$ cat config.mk
export PLATFORM = sky130hd
export DESIGN_NAME = fsr_status_bank
export DESIGN_NICKNAME = d
export VERILOG_FILES = /design/src/fsr_dom_timer.v /design/src/fsr_wd_counter.v /design/src/fsr_status_bank.v
export VERILOG_INCLUDE_DIRS = /design/src
export SDC_FILE = /design/constraint.sdc
export NUM_CORES = 1
export LEC_CHECK = 0
export BUFFER_PORTS_ARGS = -buffer_cell sky130_fd_sc_hd__buf_2
export CAP_MARGIN = 0
export CORE_UTILIZATION = 25
export DETAILED_ROUTE_END_ITERATION = 10
export HOLD_SLACK_MARGIN = 0.05
export SYNTH_ARGS = -nofsm -noshare
export SYNTH_HDL_FRONTEND = slang
export SYNTH_SLANG_ARGS = --single-unit
export TNS_END_PERCENT = 30
$ cat constraint.sdc
create_clock -name ref_clk -period 2.1 [get_ports ref_clk]
set_input_delay 0.105 -clock ref_clk [delete_from_list [all_inputs] [get_ports ref_clk]]
set_output_delay 0.105 -clock ref_clk [all_outputs]
set_load 0.005 [all_outputs]
$ cat src/fsr_map.vh
`ifndef FSR_MAP_VH
`define FSR_MAP_VH
// Function
// - Reserved bits read zero and are never changed by a clear.
// - Second-level overtemperature sets thermal bit 2 and forces fail-safe.
// - First-level overtemperature sets thermal bit 1.
// - Temperature pre-warning sets thermal bit 0.
// - Thermal flags stay set until clear or reset.
// - Previous-state bits 7:6: 00 cleared, 01 failure, 10 sleep, 11 reserved.
// - Watchdog, shutdown, undervoltage, optional overvoltage, bad sleep, fail-safe wake record 01.
// - Sleep attempt with wake flags uncleared records 10.
// - Bits 3:2 count watchdog failures; only field hardware clears itself.
// - Counter clears on good watchdog trigger and on watchdog stop.
// - Stop in sleep or fail-safe keeps counter if entered by watchdog failure.
// - Configurations 2 and 4 freeze counter after failure until good trigger or watchdog stop.
// - Invalid SPI command sets device status bit 1.
// - Command-error flag clears only by host clear command or reset.
// - Fail output activation sets device status bit 0.
// - Configuration 0: first watchdog failure only restarts, no fail output.
// - LIN code bits 6:5: none, shutdown, transmit stuck, line stuck over 20ms.
// - CAN code bits 2:1: none, shutdown, transmit stuck, line stuck.
// - CAN supply low sets bus bit 0 and disables CAN transmitter.
// - CAN supply comparator active only while CAN mode bit is one.
// - Bit 7 one clears addressed register's clearable bits as a byte.
// - Only the watchdog counter clears without host command.
`define FSR_ADDR_THERM 7'h42
`define FSR_ADDR_DEV 7'h43
`define FSR_ADDR_BUS 7'h44
`define FSR_RESET_VAL 8'h00
`define FSR_THERM_MASK 8'h07
`define FSR_DEV_CLR_MASK 8'hC3
`define FSR_BUS_MASK 8'h67
`define FSR_PREV_CLEARED 2'h0
`define FSR_PREV_FAILURE 2'h1
`define FSR_PREV_SLEEP 2'h2
`define FSR_CODE_NONE 2'h0
`define FSR_CODE_TSD 2'h1
`define FSR_CODE_TXD 2'h2
`define FSR_CODE_BUS 2'h3
`define FSR_LIN_TO_MS 20
`define FSR_CLK_KHZ 50000
`define FSR_LIN_TO_CYC (`FSR_LIN_TO_MS * `FSR_CLK_KHZ)
`endif

$ cat src/fsr_dom_timer.v
`timescale 1ns/1ps
`include "fsr_map.vh"
module fsr_dom_timer #(
  parameter LIMIT = `FSR_LIN_TO_CYC,
  parameter WIDTH = 24
) (
  // Clock and reset
  input wire ref_clk,
  input wire arst_n,
  // Level watched and timeout pulse
  input wire dominant,
  output reg timeout
);
  reg [WIDTH-1:0] count;
  always @(posedge ref_clk or negedge arst_n) begin
    if (!arst_n) begin
      count <= {WIDTH{1'b0}};
      timeout <= 1'b0;
    end else begin
      timeout <= 1'b0;
      if (!dominant) begin
        count <= {WIDTH{1'b0}};
      end else if (count == LIMIT[WIDTH-1:0] - 1'b1) begin
        timeout <= 1'b1;
        count <= count + 1'b1;
      end else if (count != {WIDTH{1'b1}}) begin
        count <= count + 1'b1;
      end
    end
  end
endmodule // fsr_dom_timer

$ cat src/fsr_wd_counter.v
`timescale 1ns/1ps
module fsr_wd_counter (
  // Clock and reset
  input wire ref_clk,
  input wire arst_n,
  // Watchdog events
  input wire wdFail,
  input wire wdGoodTrigger,
  input wire wdStop,
  input wire stopAfterWdFail,
  input wire cfgFreeze,
  // Count
  output reg [1:0] count
);
  reg frozen;
  always @(posedge ref_clk or negedge arst_n) begin
    if (!arst_n) begin
      count <= 2'h0;
      frozen <= 1'b0;
    end else if (wdGoodTrigger) begin
      count <= 2'h0;
      frozen <= 1'b0;
    end else if (wdStop && !stopAfterWdFail) begin
      count <= 2'h0;
      frozen <= 1'b0;
    end else if (wdFail && !frozen) begin
      if (count != 2'h3) begin
        count <= count + 2'h1;
      end
      frozen <= cfgFreeze;
    end
  end
endmodule // fsr_wd_counter

$ cat src/fsr_status_bank.v
`timescale 1ns/1ps
`include "fsr_map.vh"
module fsr_status_bank #(
  parameter LIN_TIMEOUT_CYC = `FSR_LIN_TO_CYC,
  parameter CAN_TXD_TIMEOUT_CYC = `FSR_LIN_TO_CYC,
  parameter CAN_BUS_TIMEOUT_CYC = `FSR_LIN_TO_CYC
) (
  // Clock and reset
  input wire ref_clk,
  input wire arst_n,
  input wire softReset,
  // Host access, one decoded 16-bit frame
  input wire frameValid,
  input wire [6:0] frameAddr,
  input wire frameClear,
  output reg [7:0] readData,
  output reg readValid,
  // Thermal events
  input wire overtempSecond,
  input wire overtempFirst,
  input wire thermalPrewarn,
  // Device history events
  input wire restartFailure,
  input wire supplyOvervolt,
  input wire mainSupplyOvervoltRestartOption,
  input wire sleepEntryFailure,
  input wire sleepWakeFlagsPending,
  input wire invalidCommand,
  input wire failOutputActivate,
  input wire wdFail,
  input wire wdGoodTrigger,
  input wire wdStop,
  input wire stopAfterWdFail,
  input wire [2:0] configSelect,
  // Bus transceiver events
  input wire linThermalShutdown,
  input wire linTxDominant,
  input wire linBusDominant,
  input wire canThermalShutdown,
  input wire canTxDominant,
  input wire canBusDominant,
  input wire canSupplyLow,
  input wire canModeBit,
  // Effects
  output reg failSafeRequest,
  output reg canTransmitDisable,
  output reg failOutputPin,
  // Register views
  output reg [7:0] thermalFaultStatus,
  output reg [7:0] deviceHistoryStatus,
  output reg [7:0] busTransceiverFaultStatus
);
  reg [2:0] thermFlags;
  reg [1:0] previousStateField;
  reg commandError;
  reg failFlag;
  reg [1:0] linFaultCode;
  reg [1:0] canFaultCode;
  reg canSupplyLowFlag;
  reg firstWdFailSeen;
  wire [1:0] watchdogMissCounter;
  wire linTxTimeout;
  wire linBusTimeout;
  wire canTxTimeout;
  wire canBusTimeout;
  wire clrTherm;
  wire clrDev;
  wire clrBus;
  wire cfgFreeze;
  wire failCause;
  wire wdFailSilent;
  wire failSet;
  wire canUvEvent;
  reg [1:0] next_linCode;
  reg [1:0] next_canCode;

  function isClear;
    input valid;
    input clr;
    input [6:0] addr;
    input [6:0] target;
    begin
      isClear = valid && clr && (addr == target);
    end
  endfunction

  assign clrTherm = isClear(frameValid, frameClear, frameAddr, `FSR_ADDR_THERM);
  assign clrDev = isClear(frameValid, frameClear, frameAddr, `FSR_ADDR_DEV);
  assign clrBus = isClear(frameValid, frameClear, frameAddr, `FSR_ADDR_BUS);
  assign cfgFreeze = (configSelect == 3'h2) || (configSelect == 3'h4);
  assign failCause = restartFailure || wdFail || overtempSecond || sleepEntryFailure ||
    (supplyOvervolt && mainSupplyOvervoltRestartOption);
  assign wdFailSilent = wdFail && (configSelect == 3'h0) && !firstWdFailSeen;
  assign failSet = failOutputActivate || (wdFail && !wdFailSilent);
  assign canUvEvent = canSupplyLow && canModeBit;

  fsr_dom_timer #(.LIMIT(LIN_TIMEOUT_CYC), .WIDTH(24)) linTxTimer (
    .ref_clk(ref_clk), .arst_n(arst_n), .dominant(linTxDominant), .timeout(linTxTimeout));
  fsr_dom_timer #(.LIMIT(LIN_TIMEOUT_CYC), .WIDTH(24)) linBusTimer (
    .ref_clk(ref_clk), .arst_n(arst_n), .dominant(linBusDominant), .timeout(linBusTimeout));
  fsr_dom_timer #(.LIMIT(CAN_TXD_TIMEOUT_CYC), .WIDTH(24)) canTxTimer (
    .ref_clk(ref_clk), .arst_n(arst_n), .dominant(canTxDominant), .timeout(canTxTimeout));
  fsr_dom_timer #(.LIMIT(CAN_BUS_TIMEOUT_CYC), .WIDTH(24)) canBusTimer (
    .ref_clk(ref_clk), .arst_n(arst_n), .dominant(canBusDominant), .timeout(canBusTimeout));

  fsr_wd_counter wdCount (
    .ref_clk(ref_clk),
    .arst_n(arst_n),
    .wdFail(wdFail),
    .wdGoodTrigger(wdGoodTrigger),
    .wdStop(wdStop),
    .stopAfterWdFail(stopAfterWdFail),
    .cfgFreeze(cfgFreeze),
    .count(watchdogMissCounter)
  );

  // Highest-severity event of the cycle wins and overwrites the stored code; new event beats clear
  always @* begin
    next_linCode = clrBus ? `FSR_CODE_NONE : linFaultCode;
    if (linBusTimeout) begin
      next_linCode = `FSR_CODE_BUS;
    end else if (linTxTimeout) begin
      next_linCode = `FSR_CODE_TXD;
    end else if (linThermalShutdown) begin
      next_linCode = `FSR_CODE_TSD;
    end
    next_canCode = clrBus ? `FSR_CODE_NONE : canFaultCode;
    if (canBusTimeout) begin
      next_canCode = `FSR_CODE_BUS;
    end else if (canTxTimeout) begin
      next_canCode = `FSR_CODE_TXD;
    end else if (canThermalShutdown) begin
      next_canCode = `FSR_CODE_TSD;
    end
  end

  always @(posedge ref_clk or negedge arst_n) begin
    if (!arst_n) begin
      thermFlags <= 3'h0;
      previousStateField <= `FSR_PREV_CLEARED;
      commandError <= 1'b0;
      failFlag <= 1'b0;
      linFaultCode <= `FSR_CODE_NONE;
      canFaultCode <= `FSR_CODE_NONE;
      canSupplyLowFlag <= 1'b0;
      firstWdFailSeen <= 1'b0;
    end else if (softReset) begin
      thermFlags <= 3'h0;
      previousStateField <= `FSR_PREV_CLEARED;
      commandError <= 1'b0;
      failFlag <= 1'b0;
      linFaultCode <= `FSR_CODE_NONE;
      canFaultCode <= `FSR_CODE_NONE;
      canSupplyLowFlag <= 1'b0;
      firstWdFailSeen <= 1'b0;
    end else begin
      // Sticky: only host clear drops a flag
      thermFlags[2] <= overtempSecond | (thermFlags[2] & ~clrTherm);
      thermFlags[1] <= overtempFirst | (thermFlags[1] & ~clrTherm);
      thermFlags[0] <= thermalPrewarn | (thermFlags[0] & ~clrTherm);
      if (failCause) begin
        previousStateField <= `FSR_PREV_FAILURE;
      end else if (sleepWakeFlagsPending) begin
        previousStateField <= `FSR_PREV_SLEEP;
      end else if (clrDev) begin
        previousStateField <= `FSR_PREV_CLEARED;
      end
      commandError <= invalidCommand | (commandError & ~clrDev);
      failFlag <= failSet | (failFlag & ~clrDev);
      if (wdFail) begin
        firstWdFailSeen <= 1'b1;
      end else if (wdGoodTrigger) begin
        firstWdFailSeen <= 1'b0;
      end
      linFaultCode <= next_linCode;
      canFaultCode <= next_canCode;
      canSupplyLowFlag <= canUvEvent | (canSupplyLowFlag & ~clrBus);
    end
  end

  // Registered outputs and read port
  always @(posedge ref_clk or negedge arst_n) begin
    if (!arst_n) begin
      thermalFaultStatus <= `FSR_RESET_VAL;
      deviceHistoryStatus <= `FSR_RESET_VAL;
      busTransceiverFaultStatus <= `FSR_RESET_VAL;
      readData <= 8'h00;
      readValid <= 1'b0;
      failSafeRequest <= 1'b0;
      canTransmitDisable <= 1'b0;
      failOutputPin <= 1'b0;
    end else begin
      thermalFaultStatus <= {5'h00, thermFlags};
      deviceHistoryStatus <= {previousStateField, 2'h0, watchdogMissCounter, commandError, failFlag};
      busTransceiverFaultStatus <= {1'b0, linFaultCode, 2'h0, canFaultCode, canSupplyLowFlag};
      failSafeRequest <= overtempSecond;
      canTransmitDisable <= canUvEvent;
      failOutputPin <= failSet;
      readValid <= frameValid;
      if (!frameValid) begin
        readData <= 8'h00;
      end else if (frameAddr == `FSR_ADDR_THERM) begin
        readData <= {5'h00, thermFlags};
      end else if (frameAddr == `FSR_ADDR_DEV) begin
        readData <= {previousStateField, 2'h0, watchdogMissCounter, commandError, failFlag};
      end else if (frameAddr == `FSR_ADDR_BUS) begin
        readData <= {1'b0, linFaultCode, 2'h0, canFaultCode, canSupplyLowFlag};
      end else begin
        readData <= 8'h00;
      end
    end
  end
endmodule // fsr_status_bank

Yosys cells after proc, flatten, opt, wreduce, memory -nomap -nowiden

Index checks and enable logic that the tools add are counted.

Add/subtract/negate cells: 5
Multiply operators: 0
Div/mod/pow operators: 0
Magnitude comparators: 0
Equal/unequal tests: 18
Shifts and indexed selects: 0
Muxes and demuxes: 51
Bitwise logic cells: 15
Reductions and logical operators: 29

Operator list:

| operator                                               | count |
|---|---|
| 2-to-1 mux 24 bit                                      | 12 |
| adder 24 x 1 -> 24 bit (second input constant)         | 4 |
| == test 24 x 20 -> 1 bit (second input constant)       | 4 |
| inequality test 24 bit (second input constant)         | 4 |
| 2-to-1 mux 2 bit                                       | 17 |
| 2-to-1 mux 8 bit                                       | 3 |
| == test 7 bit (second input constant)                  | 3 |
| 2-to-1 mux 1 bit                                       | 17 |
| inequality test 3 x 1 -> 1 bit (second input constant) | 4 |
| logical AND 1 bit                                      | 11 |
| nonzero test 5 bit                                     | 2 |
| nonzero test 3 bit                                     | 3 |
| 2-to-1 mux 7 bit                                       | 1 |
| bitwise AND 1 bit                                      | 6 |
| logical OR 1 bit                                       | 6 |
| OR 1 bit                                               | 6 |
| logical NOT 1 bit                                      | 4 |
| nonzero test 4 bit                                     | 1 |
| == test 3 x 2 -> 1 bit (second input constant)         | 1 |
| == test 3 bit (second input constant)                  | 1 |
| logical NOT 3 bit                                      | 1 |
| 2-to-1 mux 3 bit                                       | 1 |
| inverter 1 bit                                         | 3 |
| adder 2 x 1 -> 2 bit (second input constant)           | 1 |
| other kinds (2)                                        | 2 |

Bits in registers: 142
Latch bits: 0
Memory bits (writable): 0
Memory bits (read-only): 0
Input bits: 37
Output and inout port bits: 36
Logic and storage cells: 144
Memories kept: 0

Longest topological paths before layout

Depth in word-level cells: 8
Depth in mapped cells: 7

By module

A second synthesis with hierarchy kept.

Cells, all modules: 718
Area total of the unflattened synthesis: 7244.4 sq um

By module, submodules not included:

| module          | instances | cells an instance | area an instance (sq um) | sequential area each (sq um) |
|---|---|---|---|---|
| fsr_dom_timer   | 4         | 147               | 1397.6                   | 625.6 |
| fsr_status_bank | 1         | 118               | 1492.7                   | 950.9 |
| fsr_wd_counter  | 1         | 12                | 161.4                    | 75.1 |

Least setup slack after synthesis

OpenSTA, ideal clock, no wires.

Kind: register -> register
Start: register canTxTimer.count[0]
End: register canTxTimer.count[18]
Library setup time: 82 ps
Arrival: 1837 ps
Required time: 2018 ps
Path slack: 181 ps
Cell stages (with the launch flop): 7
Buffers on the path: 1
Cells stage by stage: dfrtp_1 -> ha_1 -> nand3_2 -> or4_1 -> buf_2 -> or3_1 -> a31oi_1

Cells in the longest elaborated chain, start to end: 4
Elaborated cells on any way between the ends: 7
Classes of those cells: add/sub: 1; eq/ne: 3; mux: 3

Ends and longest elaborated chain:

| what                   | RTL line                               | RTL |
|---|---|---|
| from (decl)            | fsr_dom_timer.v:14                     | `reg [WIDTH-1:0] count;` |
| from (signal assigned) | fsr_dom_timer.v:17                     | `count <= {WIDTH{1'b0}};` |
| from (signal assigned) | fsr_dom_timer.v:22                     | `count <= {WIDTH{1'b0}};` |
| from (signal assigned) | fsr_dom_timer.v:25                     | `count <= count + 1'b1;` |
| adder 24 x 1 -> 24 bit | fsr_dom_timer.v:25, fsr_dom_timer.v:27 |  |
| 2-to-1 mux 24 bit      | fsr_dom_timer.v:26                     | `end else if (count != {WIDTH{1'b1}}) begin` |
| 2-to-1 mux 24 bit      | fsr_dom_timer.v:23                     | `end else if (count == LIMIT[WIDTH-1:0] - 1'b1) begin` |
| 2-to-1 mux 24 bit      | fsr_dom_timer.v:21                     | `if (!dominant) begin` |

Several ways; a longest one is shown, not always the timed one. The select of a mux whose other input is x is not followed.
A chain may end at the register's enable or synchronous reset.

Worst setup path in the final report

Ends and elaborated chain as after synthesis.

==> impl_metrics.yaml <==
run_status:
  outcome: "complete, no violations"
timing:
  fin_skew_ps: 13.2
  relSlewSlack_pct: 63.8
  slew_violations: 0
  hold_viol: 0
  period_share_pct: 94.9
  rsz0062_at_grt: "false"
  final.setup.tns_ps: 0
  hold_ws_ps: 61.9
  max_freq_mhz: 502
  tightest_slew_ps: 538
  setup_viol: 0
  finalCriticalPeriod_ps: 1990
clock_tree:
  clk_path_buf_depth: 2
  root_buffer: "clkbuf_16"
  cts.clk_slew.worst_paths_ps: 70
  cts_tree: "yes"
  cts_sinks: 141
  htree_levels: 4
  cts_setup_buffers: 0
  numCtsBuffers: 17
  clkLatencyLatePin_ps: 430
worst_setup_path:
  worstPathArrival_ps: 2340
  crit_fanout: 8
  cpMaxStageDelayCell: "or4_1"
  crit_type: "reg2reg"
  cp_slowest_stage_delay_ps: 670
  endpoint_kind: "register"
  r2r.worst_path.cells: 5
  r2r_end: "canTxTimer.count[18]"
  start_kind: "register"
  r2r-start: "canTxTimer.count[0]"
  required_ps: 2440
  path_cells: "ha_1 > nand3_2 > or4_1 > or3_1 > a31oi_1"
  reg2reg_setup_slack_ps: 110
yosys:
  syn_area_per_cell_sq_um: 9.73
  ys_warn_count: 0
  synth_cell_types: 62
  ys.flop_type: "dfrtp_1"
  syn_inst: 739
  ys_seq_area_share_pct: 49.1
  synthArstFlopShare_pct: 100
  synth_edf_count: 0
  synth_area_sq_mm: 0.00719
  ys_ff_latch: 141
global_route:
  met1_usage_pct: 16.4
  met3_usage_pct: 2.85
  grt-ovfl-total: 0
  grt_max_degree: 51
  grt_pass1_wl_microns: 29100
  grt_usage_pct: 12.4
  antenna_found_initial: 0
  grt_pass1_vias: 5762
  met2_usage_pct: 20.0
  busiest_layer: "met2"
worst_hold_path:
  worstHoldStart: "linTxDominant"
  whs_endpoint: "linTxTimer.count[18]"
  min_path_cells: 3
  hold_class: "in2reg"
layout:
  area_delta_synth_final_pct: 25.3
  regArea_sq_mm: 0.00353
  fin_util_pct: 32.2
  multi_input_area_sq_mm: 0.00342
  n_antenna_cell: 0
  drive_above_1_share_pct: 16.7
  layout.nets: 893
  nFillCells: 2858
routing:
  routedWlPerCell_microns: 14.1
  firstDrtPassIters: 7
  first_iter_violations: 432
  viasPerCell: 4.91
  vias: 6097
  ant_nets: 0
  wl_microns: 17500
  drc: 0
pwr:
  ir_worst_vdd_mv: 0.559
  p_leak_nw: 3.72
  pwr_density_cell_mw_per_mm2: 709
die:
  core_sq_mm: 0.0280
  rows: 61
  die_width_microns: 172
  ios: 73
  dieArea_sq_mm: 0.0294
  start_util_pct: 25.7
  die_h_microns: 172
place:
  gp_congestion: 0.796
  port_buffers: 61
  place_hpwl_microns: 12000
flow_run:
  drv_cap: 0
## power breakdown
group          switching (mW)  internal [mW]
logic                   0.192          0.146
registers              0.0561           2.78
clock network            1.30           1.91
total                    1.55           4.84
## cell usage in the layout, fill, tap and decap left out, types with 23 or more instances in the layout
master	n
nand3_1	42
buf_4	34
nand4_1	36
xnor2_1	26
nor2_1	41
dfrtp_1	141
buf_2	60
dlygate4sd3_1	24
a21oi_1	37
nor3_1	23
inv_1	27
o21ai_0	27
nand2_1	53
## cell families after synthesis
family / Yosys count / share of synthesized area, %
mux: 9 / 1.27
xor+xnor: 39 / 4.75
compound gates: 157 / 14.5
fa+ha+maj: 5 / 0.870
buf+inv: 67 / 4.14
simple gates: 320 / 25.4
flops: 141 / 49.1
other cells: 1 / 0.0522
## synth_stat cells, drive strengths merged, types with 2 or more instances
library cell | number | area share, %
nor3b | 8 | 0.84
a31o | 4 | 0.49
o31a | 2 | 0.24
mux2i | 8 | 1.1
nand3 | 44 | 3.1
o211ai | 9 | 0.94
ha | 5 | 0.87
nor2 | 41 | 2.1
nand2b | 13 | 1.1
clkbuf | 24 | 1.3
or4b | 2 | 0.28
and3 | 10 | 0.87
or3 | 5 | 0.44
inv | 27 | 1.4
nand4 | 38 | 3.5
o41ai | 6 | 0.73
nand2 | 53 | 2.8
xnor2 | 26 | 3.2
dfrtp | 141 | 49
a41o | 4 | 0.56
or4 | 11 | 1.2
nor4 | 26 | 2.4
nand3b | 6 | 0.63
o21ai | 27 | 1.9
nand4b | 3 | 0.37
o311ai | 3 | 0.37
a211oi | 2 | 0.21
a31oi | 22 | 1.9
a21boi | 14 | 1.5
nor4b | 4 | 0.49
or2 | 3 | 0.26
and2 | 7 | 0.61
and4 | 17 | 2.1
a22oi | 4 | 0.42
nor3 | 23 | 1.6
buf | 15 | 1.4
xor2 | 13 | 1.6
o31ai | 8 | 0.84
a32o | 2 | 0.28
a21oi | 37 | 2.6
nor2b | 4 | 0.35
a311oi | 5 | 0.61
## repair_timing
item                                   4_1_cts  5_1_grt
hold buffers                                25        0
endpoints found under the hold margin       74        0
setup endpoints to repair                    0       13
resized for setup                            0        4
## metal layers
layer	vias to the layer above	wire, microns
li1	2985	-
met5	-	0
met4	0	191
met3	10	642
met1	2977	8420
met2	125	8290
## sequential cells by signal (all words and copies together), names as in the netlist, 2 cells and up
signal / count
busTransceiverFaultStatus: 5
thermalFaultStatus: 3
canTxTimer.count: 24
wdCount.count: 2
canBusTimer.count: 24
linTxTimer.count: 24
thermFlags: 3
linFaultCode: 2
previousStateField: 2
linBusTimer.count: 24
readData: 7
canFaultCode: 2
deviceHistoryStatus: 6
## worst max-delay path, delay by kind of cell, from the launching register on
family | cells | cell delay [ps]
and+or+nand+nor | 3 | 1150
DFF | 1 | 380
adders and majority gates | 1 | 210
AOI/OAI and AO/OA | 1 | 170
## final cells by class
cell class                      count  area share [%]
Tap cell                          378            5.25
Inverter                           28            1.17
Clock inverter                     15            2.24
Sequential cell                   141            39.2
Clock buffer                       17            4.72
Timing Repair Buffer              122            9.54
Multi-Input combinational cell    541            37.9
## through the flow
| stage | power (mW) | cell area (sq um) | cells | worst slack, ps |
|---|---|---|---|---|
| 2_1_floorplan | 3.02 | 7230 | 749 | 181 |
| 3_3_place_gp | 3.18 | 8110 | 1185 | 184 |
| 3_5_place_dp | 3.19 | 8110 | 1185 | 132 |
| 4_1_cts | 6.45 | 8990 | 1242 | 35.3 |
| 5_1_grt | 6.64 | 9010 | 1242 | 27.3 |
| 6_report | 6.39 | 9010 | 1242 | 108 |
## how the worst max path moves through the flow
stage,from,to,slack (ps),depth (start not counted)
6_report,canTxTimer.count[0],canTxTimer.count[18],110,5
5_1_grt,canTxTimer.count[0],canTxTimer.count[18],30,5
4_1_cts,wdFail,previousStateField[1],40,7
3_5_place_dp,canTxTimer.count[0],canTxTimer.count[18],130,5
3_3_place_gp,canTxTimer.count[0],canTxTimer.count[18],180,5
2_1_floorplan,canTxTimer.count[0],canTxTimer.count[18],180,6
(Power assumes the default switching activity.)
